### src/verilog/sppl_defines.svh
`ifndef SPPL_DEFINES_SVH
`define SPPL_DEFINES_SVH
// register byte offsets
`define SPPL_ADR_CTRL    4'h0
`define SPPL_ADR_PORT    4'h4
`define SPPL_ADR_COUNT   4'h8
`define SPPL_ADR_STATUS  4'hC
// control and status register bits
`define SPPL_CTRL_START  0
`define SPPL_STAT_BUSY   0
`define SPPL_STAT_ERR    1
// page and parameter constants
`define SPPL_PAGE_CODE   8'h18
`define SPPL_PROTO_ID    4'h6
`define SPPL_CTRL_ZERO   4'h0
`define SPPL_THR_CRIT    2'h0
`define SPPL_CTRL_FLAGS  2'h3
`define SPPL_PARAM_HDR   16'h0008
`define SPPL_DESC_BYTES  16'h0030
`define SPPL_PLEN_ADJ    16'h0003
`define SPPL_HDR_LAST    4'hB
`define SPPL_DESC_FIRST  16'h000C
// page header byte slots
`define SPPL_H_CODE      4'h0
`define SPPL_H_LEN_HI    4'h2
`define SPPL_H_LEN_LO    4'h3
`define SPPL_H_PORT_HI   4'h4
`define SPPL_H_PORT_LO   4'h5
`define SPPL_H_CTRL      4'h6
`define SPPL_H_PLEN      4'h7
`define SPPL_H_PROTO     4'h8
`define SPPL_H_COUNT     4'hB
// descriptor byte slots
`define SPPL_D_PHY_ID    6'h01
`define SPPL_D_DEV_TYPE  6'h04
`define SPPL_D_RATE      6'h05
`define SPPL_D_INIT      6'h06
`define SPPL_D_TGT       6'h07
`define SPPL_D_SAS       6'h08
`define SPPL_D_ATT       6'h10
`define SPPL_D_ATT_PHY   6'h18
`define SPPL_D_CNT       6'h20
`define SPPL_D_LAST      6'h2F
`endif

### src/verilog/sppl_pkg.sv
package sppl_pkg;
  // generator states, gray along idle -> header -> descriptors
  typedef enum logic [1:0] {
    SPPL_IDLE = 2'h0,
    SPPL_HDR  = 2'h1,
    SPPL_DESC = 2'h3
  } sppl_state_e;
endpackage : sppl_pkg

### src/verilog/sppl_builder.sv
`timescale 1ns/10ps
`default_nettype none
`include "sppl_defines.svh"

module sppl_builder
  import sppl_pkg::*;
#(
  parameter int MAX_PHYS = 4
) (
  // clock and reset
  input  wire logic                    i_core_clk,
  input  wire logic                    i_reset,
  // wishbone slave
  input  wire logic                    i_wb_cyc,
  input  wire logic                    i_wb_stb,
  input  wire logic                    i_wb_we,
  input  wire logic [3:0]              i_wb_adr,
  input  wire logic [3:0]              i_wb_sel,
  input  wire logic [31:0]             i_wb_dat,
  output logic      [31:0]             o_wb_dat,
  output logic                         o_wb_ack,
  // per-phy facts, phy n in slice n
  input  wire logic [MAX_PHYS*8-1:0]   i_phy_id,
  input  wire logic [MAX_PHYS*3-1:0]   i_att_dev_type,
  input  wire logic [MAX_PHYS*4-1:0]   i_link_rate,
  input  wire logic [MAX_PHYS*3-1:0]   i_att_init,
  input  wire logic [MAX_PHYS*3-1:0]   i_att_tgt,
  input  wire logic [MAX_PHYS*64-1:0]  i_sas_addr,
  input  wire logic [MAX_PHYS*64-1:0]  i_att_addr,
  input  wire logic [MAX_PHYS*8-1:0]   i_att_phy_id,
  input  wire logic [MAX_PHYS*128-1:0] i_err_cnt,
  // page byte stream
  input  wire logic                    i_byte_ready,
  output logic      [7:0]              o_byte_data,
  output logic                         o_byte_valid,
  output logic                         o_byte_last
);

  // parameter length is one byte: 5 + 48*n must fit
  if (MAX_PHYS < 1 || MAX_PHYS > 5) begin : g_bad_phys
    $error("sppl_builder: MAX_PHYS must be 1 to 5");
  end

  ////////////////////////////////////////////////////////////////////
  // registers and state
  sppl_state_e  state_r;
  logic [15:0]  port_id_r;
  logic [7:0]   count_cfg_r;
  logic [7:0]   count_r;
  logic         err_r;
  logic [3:0]   hdr_idx_r;
  logic [5:0]   dbyte_r;
  logic [7:0]   phy_r;
  logic [15:0]  gen_pos_r;
  logic [15:0]  out_pos_r;
  logic [7:0]   gen_byte;
  logic         gen_last;
  logic         load;
  logic         wb_req;
  logic         start_req;
  logic [15:0]  page_len;
  logic [7:0]   param_len;
  int           p;
  logic         busy;
  // slot of the byte now on the pins; lets the checks see descriptor layout
  logic [5:0]   out_dbyte_r;
  logic         out_desc_r;

  // request decode; outside idle, load fills the output slot whenever it is free or being emptied
  assign wb_req    = i_wb_cyc && i_wb_stb && !o_wb_ack;
  assign start_req = wb_req && i_wb_we && i_wb_sel[0] &&
                     i_wb_adr == `SPPL_ADR_CTRL && i_wb_dat[`SPPL_CTRL_START];
  assign load      = state_r != SPPL_IDLE && (!o_byte_valid || i_byte_ready);
  assign p         = int'(phy_r);
  // busy until the last byte is taken, so a new page never overwrites a pending one
  assign busy      = state_r != SPPL_IDLE || o_byte_valid;

  // lengths follow the count latched at start, not the live register
  assign page_len  = `SPPL_PARAM_HDR + 16'(`SPPL_DESC_BYTES * count_r);
  assign param_len = 8'(page_len - `SPPL_PLEN_ADJ);

  ////////////////////////////////////////////////////////////////////
  // wishbone: one-cycle registered ack, unmapped reads give zero
  always_ff @(posedge i_core_clk) begin
    if (i_reset) begin
      o_wb_ack <= 1'b0;
      o_wb_dat <= 32'h0;
    end else begin
      // a request is not taken in the cycle its ack is high, so a held stb gets an ack every other cycle
      o_wb_ack <= wb_req;
      if (wb_req && !i_wb_we) begin
        case (i_wb_adr)
          `SPPL_ADR_PORT:   o_wb_dat <= {16'h0, port_id_r};
          `SPPL_ADR_COUNT:  o_wb_dat <= {24'h0, count_cfg_r};
          `SPPL_ADR_STATUS: o_wb_dat <= {30'h0, err_r, busy};
          default:          o_wb_dat <= 32'h0;
        endcase
      end
    end
  end

  // configuration writes, byte lanes honoured
  always_ff @(posedge i_core_clk) begin
    if (i_reset) begin
      port_id_r   <= 16'h0;
      count_cfg_r <= 8'h0;
    end else if (wb_req && i_wb_we) begin
      if (i_wb_adr == `SPPL_ADR_PORT) begin
        if (i_wb_sel[0]) port_id_r[7:0]  <= i_wb_dat[7:0];
        if (i_wb_sel[1]) port_id_r[15:8] <= i_wb_dat[15:8];
      end
      if (i_wb_adr == `SPPL_ADR_COUNT && i_wb_sel[0]) begin
        count_cfg_r <= i_wb_dat[7:0];
      end
    end
  end

  ////////////////////////////////////////////////////////////////////
  // sequencer; a start while busy is ignored so a page is never torn
  always_ff @(posedge i_core_clk) begin
    if (i_reset) begin
      state_r   <= SPPL_IDLE;
      count_r   <= 8'h0;
      err_r     <= 1'b0;
      hdr_idx_r <= 4'h0;
      dbyte_r   <= 6'h0;
      phy_r     <= 8'h0;
      gen_pos_r <= 16'h0;
    end else begin
      case (state_r)
        SPPL_IDLE: begin
          // the pending last byte of the previous page must drain first
          if (start_req && !busy) begin
            // a count above the phys wired in is refused
            err_r <= count_cfg_r > 8'(MAX_PHYS);
            if (count_cfg_r <= 8'(MAX_PHYS)) begin
              count_r   <= count_cfg_r;
              state_r   <= SPPL_HDR;
              hdr_idx_r <= 4'h0;
              dbyte_r   <= 6'h0;
              phy_r     <= 8'h0;
              gen_pos_r <= 16'h0;
            end
          end
        end
        // the count byte closes the header; an empty port ends the page there
        SPPL_HDR: begin
          if (load) begin
            gen_pos_r <= gen_pos_r + 16'h1;
            hdr_idx_r <= hdr_idx_r + 4'h1;
            if (hdr_idx_r == `SPPL_HDR_LAST) begin
              state_r <= (count_r == 8'h0) ? SPPL_IDLE : SPPL_DESC;
            end
          end
        end
        // descriptor counter wraps at 48 and moves on to the next phy's slices
        SPPL_DESC: begin
          if (load) begin
            gen_pos_r <= gen_pos_r + 16'h1;
            dbyte_r   <= dbyte_r + 6'h1;
            if (dbyte_r == `SPPL_D_LAST) begin
              dbyte_r <= 6'h0;
              phy_r   <= phy_r + 8'h1;
              if (phy_r == count_r - 8'h1) begin
                state_r <= SPPL_IDLE;
              end
            end
          end
        end
        default: state_r <= SPPL_IDLE;
      endcase
    end
  end

  ////////////////////////////////////////////////////////////////////
  // byte generator; every slot not named below is reserved zero
  always_comb begin
    gen_byte = 8'h0;
    gen_last = 1'b0;
    if (state_r == SPPL_HDR) begin
      gen_last = hdr_idx_r == `SPPL_HDR_LAST && count_r == 8'h0;
      case (hdr_idx_r)
        `SPPL_H_CODE:    gen_byte = `SPPL_PAGE_CODE;
        `SPPL_H_LEN_HI:  gen_byte = page_len[15:8];
        `SPPL_H_LEN_LO:  gen_byte = page_len[7:0];
        `SPPL_H_PORT_HI: gen_byte = port_id_r[15:8];
        `SPPL_H_PORT_LO: gen_byte = port_id_r[7:0];
        // criteria left zero: readers ignore it anyway
        `SPPL_H_CTRL:    gen_byte = {`SPPL_CTRL_ZERO, `SPPL_THR_CRIT, `SPPL_CTRL_FLAGS};
        `SPPL_H_PLEN:    gen_byte = param_len;
        `SPPL_H_PROTO:   gen_byte = {4'h0, `SPPL_PROTO_ID};
        `SPPL_H_COUNT:   gen_byte = count_r;
        default:         gen_byte = 8'h0;
      endcase
    end else if (state_r == SPPL_DESC) begin
      gen_last = dbyte_r == `SPPL_D_LAST && phy_r == count_r - 8'h1;
      // counters and addresses go out most significant byte first
      if (dbyte_r >= `SPPL_D_CNT) begin
        gen_byte = i_err_cnt[p*128 + 8*int'(4'hF - dbyte_r[3:0]) +: 8];
      end else if (dbyte_r >= `SPPL_D_SAS && dbyte_r < `SPPL_D_ATT) begin
        gen_byte = i_sas_addr[p*64 + 8*int'(3'h7 - dbyte_r[2:0]) +: 8];
      end else if (dbyte_r >= `SPPL_D_ATT && dbyte_r < `SPPL_D_ATT_PHY) begin
        gen_byte = i_att_addr[p*64 + 8*int'(3'h7 - dbyte_r[2:0]) +: 8];
      end else begin
        case (dbyte_r)
          `SPPL_D_PHY_ID:   gen_byte = i_phy_id[p*8 +: 8];
          `SPPL_D_DEV_TYPE: gen_byte = {1'b0, i_att_dev_type[p*3 +: 3], 4'h0};
          `SPPL_D_RATE:     gen_byte = {4'h0, i_link_rate[p*4 +: 4]};
          `SPPL_D_INIT:     gen_byte = {4'h0, i_att_init[p*3 +: 3], 1'b0};
          `SPPL_D_TGT:      gen_byte = {4'h0, i_att_tgt[p*3 +: 3], 1'b0};
          `SPPL_D_ATT_PHY:  gen_byte = i_att_phy_id[p*8 +: 8];
          default:          gen_byte = 8'h0;
        endcase
      end
    end
  end

  ////////////////////////////////////////////////////////////////////
  // output stage: holds a byte until the reader takes it
  always_ff @(posedge i_core_clk) begin
    if (i_reset) begin
      o_byte_data  <= 8'h0;
      o_byte_valid <= 1'b0;
      o_byte_last  <= 1'b0;
      out_pos_r    <= 16'h0;
      out_dbyte_r  <= 6'h0;
      out_desc_r   <= 1'b0;
    end else if (load) begin
      o_byte_data  <= gen_byte;
      o_byte_valid <= 1'b1;
      o_byte_last  <= gen_last;
      out_pos_r    <= gen_pos_r;
      // slot bookkeeping rides with the byte, for the checks only
      out_dbyte_r  <= dbyte_r;
      out_desc_r   <= state_r == SPPL_DESC;
    end else if (i_byte_ready) begin
      o_byte_valid <= 1'b0;
      o_byte_last  <= 1'b0;
    end
  end

  // positions count from the page code byte; param_tot is the parameter list length
  logic [15:0] param_tot;
  assign param_tot = `SPPL_PARAM_HDR + 16'(`SPPL_DESC_BYTES * count_r);
endmodule : sppl_builder
`default_nettype wire

### config.mk
export PLATFORM = sky130hd
export DESIGN_NAME = sppl_builder
export DESIGN_NICKNAME = d
export VERILOG_FILES = /design/src/verilog/sppl_pkg.sv /design/src/verilog/sppl_builder.sv
export VERILOG_INCLUDE_DIRS = /design/src /design/src/verilog
export SDC_FILE = /design/constraint.sdc
export NUM_CORES = 1
export LEC_CHECK = 0
export BUFFER_PORTS_ARGS = -buffer_cell sky130_fd_sc_hd__buf_2
export CORE_AREA = 3 3 473 475
export DETAILED_ROUTE_END_ITERATION = 12
export DIE_AREA = 0 0 476 478
export GPL_ROUTABILITY_DRIVEN = 0
export PLACE_DENSITY = 0.3
export SYNTH_ARGS = -nofsm -noshare
export SYNTH_HDL_FRONTEND = slang
export SYNTH_SLANG_ARGS = --single-unit
### constraint.sdc
create_clock -name i_core_clk -period 3.8 [get_ports i_core_clk]
set_clock_uncertainty 0.1 [all_clocks]
set_input_delay 0.76 -clock i_core_clk [delete_from_list [all_inputs] [get_ports i_core_clk]]
set_output_delay 0.76 -clock i_core_clk [all_outputs]
set_load 0.03 [all_outputs]
==> metrics.md <==
| Metric | Value |
|---|---|
| Status | finished clean |
| Cell count after placement | 5496 |
| Die area | 227500 sq um |
| Final #Nets | 3766 |
| Area growth, synth to finish | 74.65% |
| Final wirelength | around 160000 um |
| Max_slew headroom | 19.41% |
| Mapped cell area | roughly 14000 sq um |
| Switching pwr | 1.151 mW |
| Grt total ovfl | 0 |
| Fmax | 289.1 MHz |
| FF-to-FF setup slack | 0.34 ns |
| Internal | 2.109 mW |
| Combinational Power Share | 43.4% |
| Largest family of logic cells by synthesized area | multiplexers |
| TritonRoute pass-1 iters | 5 |
| CTS tree | built |
| Setup-failing EPs final | 0 |
| Final critical-path share of the clock period | 91.03% |
| Die X-Extent | 476 um |
| Starting Density | roughly 6.4% |
| Total power | 3.260 mW |
| Final cell count without fillers | 5541 |
| Hold violation count in the final report | 0 |
| Initial antenna violation count | approximately 130 |
| Register bit count reported by yosys | 80 |
| Yosys top cell area share | between 30% and 40% |
| CTS root buf | clkbuf_16 |
| Post-Synth Adder-Cell Area | ~2.6% |
| Reg-to-reg endpoint | o_byte_data[6] |
| Hold Path Class | reg -> reg |
| Detailed placer's ending HPWL | 143800 um |
| Post-synthesis mux area share | between 50% and 60% |
| Synth area leaders | mux4_2 37%, dfxtp_1 11%, mux2i_1 9.9% |
| Clk network pwr share | approximately 30% |
| Clk sinks | 80 |
| Hold path endpoint | o_wb_dat[14] |
| Reg2reg start | dbyte_r[0] |
| CP Class | reg -> reg |
| Final Max Tran Viols | 0 |
| Area of the multi-input gates | around 12000 sq um |
| CP max-delay cell | mux4_2 |
| CTS max path bufs | 2 |
| Crit path cell chain | buf_4 -> buf_12 -> buf_4 -> mux4_2 -> mux4_2 -> nand2_1 -> nand4_1 -> o2111ai_1 -> o22ai_1 |
| RSZ-0062 raised after global routing | false |
| Largest net degree at the start of global routing | 51 |
| WP data arrival | about 3.6 ns |
| Post-route ant nets | 0 |
| Lkg Pwr | 9.411 nW |
| Port Buffers | 1194 |
| Core box area | 219700 sq um |
| Share of post-route cells with drive strength above 1 | 64.05% |
| Total number of vias | 18260 |
| CP endpoint kind | flop |
| Vias in the first global route | ~19000 |
| Top-count cell post-synth | mux4_2 |
| Post-route cell area | approximately 25000 sq um |
| Post-synth ARST share | 0% |
| Max-Cap Viols | 0 |
| Starting DRT DRC Count | approximately 1100 |
| Reg area | 1625 sq um |
| Hold_buf cts | 0 |
| Post-DR vias/cell | 3.295 |
| Synth Flop Type | dfxtp_1 |
| XOR/XNOR Fraction of Synth Area | 1.983% |
| Die Ht | approximately 480 um |
| Total global-route track usage | 13.33% |
| Synth warn | 0 |
| EDFF count, synth | 0 |
| H-tree depth | 3 |
| Worst endpoint required time | 3.94 ns |
| Placed cell area | 24280 sq um |
| Simple logic cell fraction of the synthesized area | 10.77% |
| First-pass GRT wire length | 198100 um |
| IO Pins | 1229 |
| Area leader, netlist | mux4_2 |
| Reg2reg path depth | 9 |
| WL/cell | 28.69 um |
| Peak VDD IR | between 0.0002 and 0.00025 V |
| Share of power burned in registers | 26.5% |
| Hold Path Origin | o_wb_dat[14] |
| Post-detailed-route DRC marker count | 0 |
| Startpoint Class | flop |
| Unique masters post-synth | 75 |
| Average size of a mapped cell | between 10 and 15 sq um |
| Row count | 172 |
| CTS Buf Count | 9 |
| Layout fillers | 25525 |
| Sw Ratio | 35.29% |
| Pwr per Cell Area | about 130 nW/um^2 |
| Synth cell count leaders | 232 x mux4_2, 140 x mux2i_1, 117 x nor2_1 |
| Synthesized instance count | 1329 |
| Final hold slack | 0.3526 ns |
| Worst-path fanout max | 48 |
| Hold Path Cell Cnt | 2 |
| Minimum clock period | 3.459 ns |
| Compound-Gate Fraction of Synth Area | 15.16% |
| Post-synthesis sequential area ratio | 11.33% |
| Slew @ Worst Pin | 1.175 ns |
| Worst-path clk slew | 0.08 ns |
| Clk_lat worst skew | between 0.3 and 0.4 ns |
| CP max stage delay | 0.55 ns |
[cell families (layout without fill, tap and decap cells)]
kind of cell    count (synthesis)  in the layout
fa+ha+maj                      29             29
flops                          80             80
buf+inv                       169           1381
mux                           399            399
other cells                     1             43
xor+xnor                       32             32
compound gates                305            305
simple gates                  314            314
[per-layer routing]
metal	GRT usage (%)	share of wire [%]
met3	2.583	6.4
met1	17.41	43
met2	23.21	49
met4	1.519	1.5
met5	0	0.11
[power groups by stage]
stage,sequential [mW],clock [mW],combinational [mW]
floorplan,0.905,0,0.450
global placement,0.885,0,1.42
detailed placement,0.885,0,1.43
CTS,0.865,1.02,1.44
global route,0.866,1.06,1.52
finish,0.865,0.981,1.41
[registers in the layout, indices dropped and copies added, names as in the netlist]
name          count
o_byte_valid      1
dbyte_r           6
o_wb_dat         16
count_r           8
port_id_r        16
err_r             1
hdr_idx_r         4
count_cfg_r       8
state_r           2
o_byte_data       8
o_byte_last       1
o_wb_ack          1
phy_r             8
[area by class of cell]
| class | instances | share of cell area (%) |
|---|---|---|
| multi-input cells | 1095 | 47.07 |
| diodes | 27 | 0.2737 |
| clock buffers | 9 | 0.9122 |
| inverters | 22 | 0.3395 |
| repair buffers | 1343 | 29.50 |
| clock inverters | 7 | 0.3395 |
| flip-flops and latches | 80 | 6.583 |
| well taps | 2958 | 14.99 |
[worst max-delay path, delay by kind of cell (launching register included)]
family          cells  cell delay [ns]
flops               1             0.42
compound gates      2             0.38
buf+inv             3             0.71
simple gates        2             0.58
mux                 2             1.04
[stage by stage]
stage	TNS [ns]	utilization [%]	setup slack [ns]
floorplan	0	-	1.089
global placement	-0.2136	11.05	-0.1187
detailed placement	-0.2566	11.05	-0.1502
CTS	0	11.21	0.2026
global route	0	11.22	0.08243
finish	0	11.24	0.3410
[how the worst max path moves through the flow]
stage | start | endpoint | slack, ns | cells after the start
6_report | dbyte_r[0] | o_byte_data[6] | 0.34 | 9
5_1_grt | dbyte_r[0] | o_byte_data[1] | 0.08 | 11
4_1_cts | dbyte_r[0] | o_byte_data[1] | 0.20 | 11
3_5_place_dp | dbyte_r[0] | o_byte_data[3] | -0.15 | 11
3_3_place_gp | dbyte_r[0] | o_byte_data[3] | -0.12 | 11
2_1_floorplan | dbyte_r[1] | o_byte_data[3] | 1.09 | 11
[cell usage in the layout, fill, tap and decap left out, drive strengths merged, types with 17 or more instances in the layout]
master / instances
nand3: 33
o21ai: 20
a22oi: 54
buf: 1343
mux2i: 140
mux4: 249
nor3: 17
nor2: 119
xnor2: 20
diode: 27
o221ai: 23
a21oi: 81
nand2: 67
a221oi: 24
ha: 28
inv: 26
dfxtp: 80
[repair_timing]
action,CTS,global route
setup buffers,2,0
endpoints found under the setup margin,2,0
gates resized for setup,5,0
Note: power is estimated with default switching activity, not from simulation.
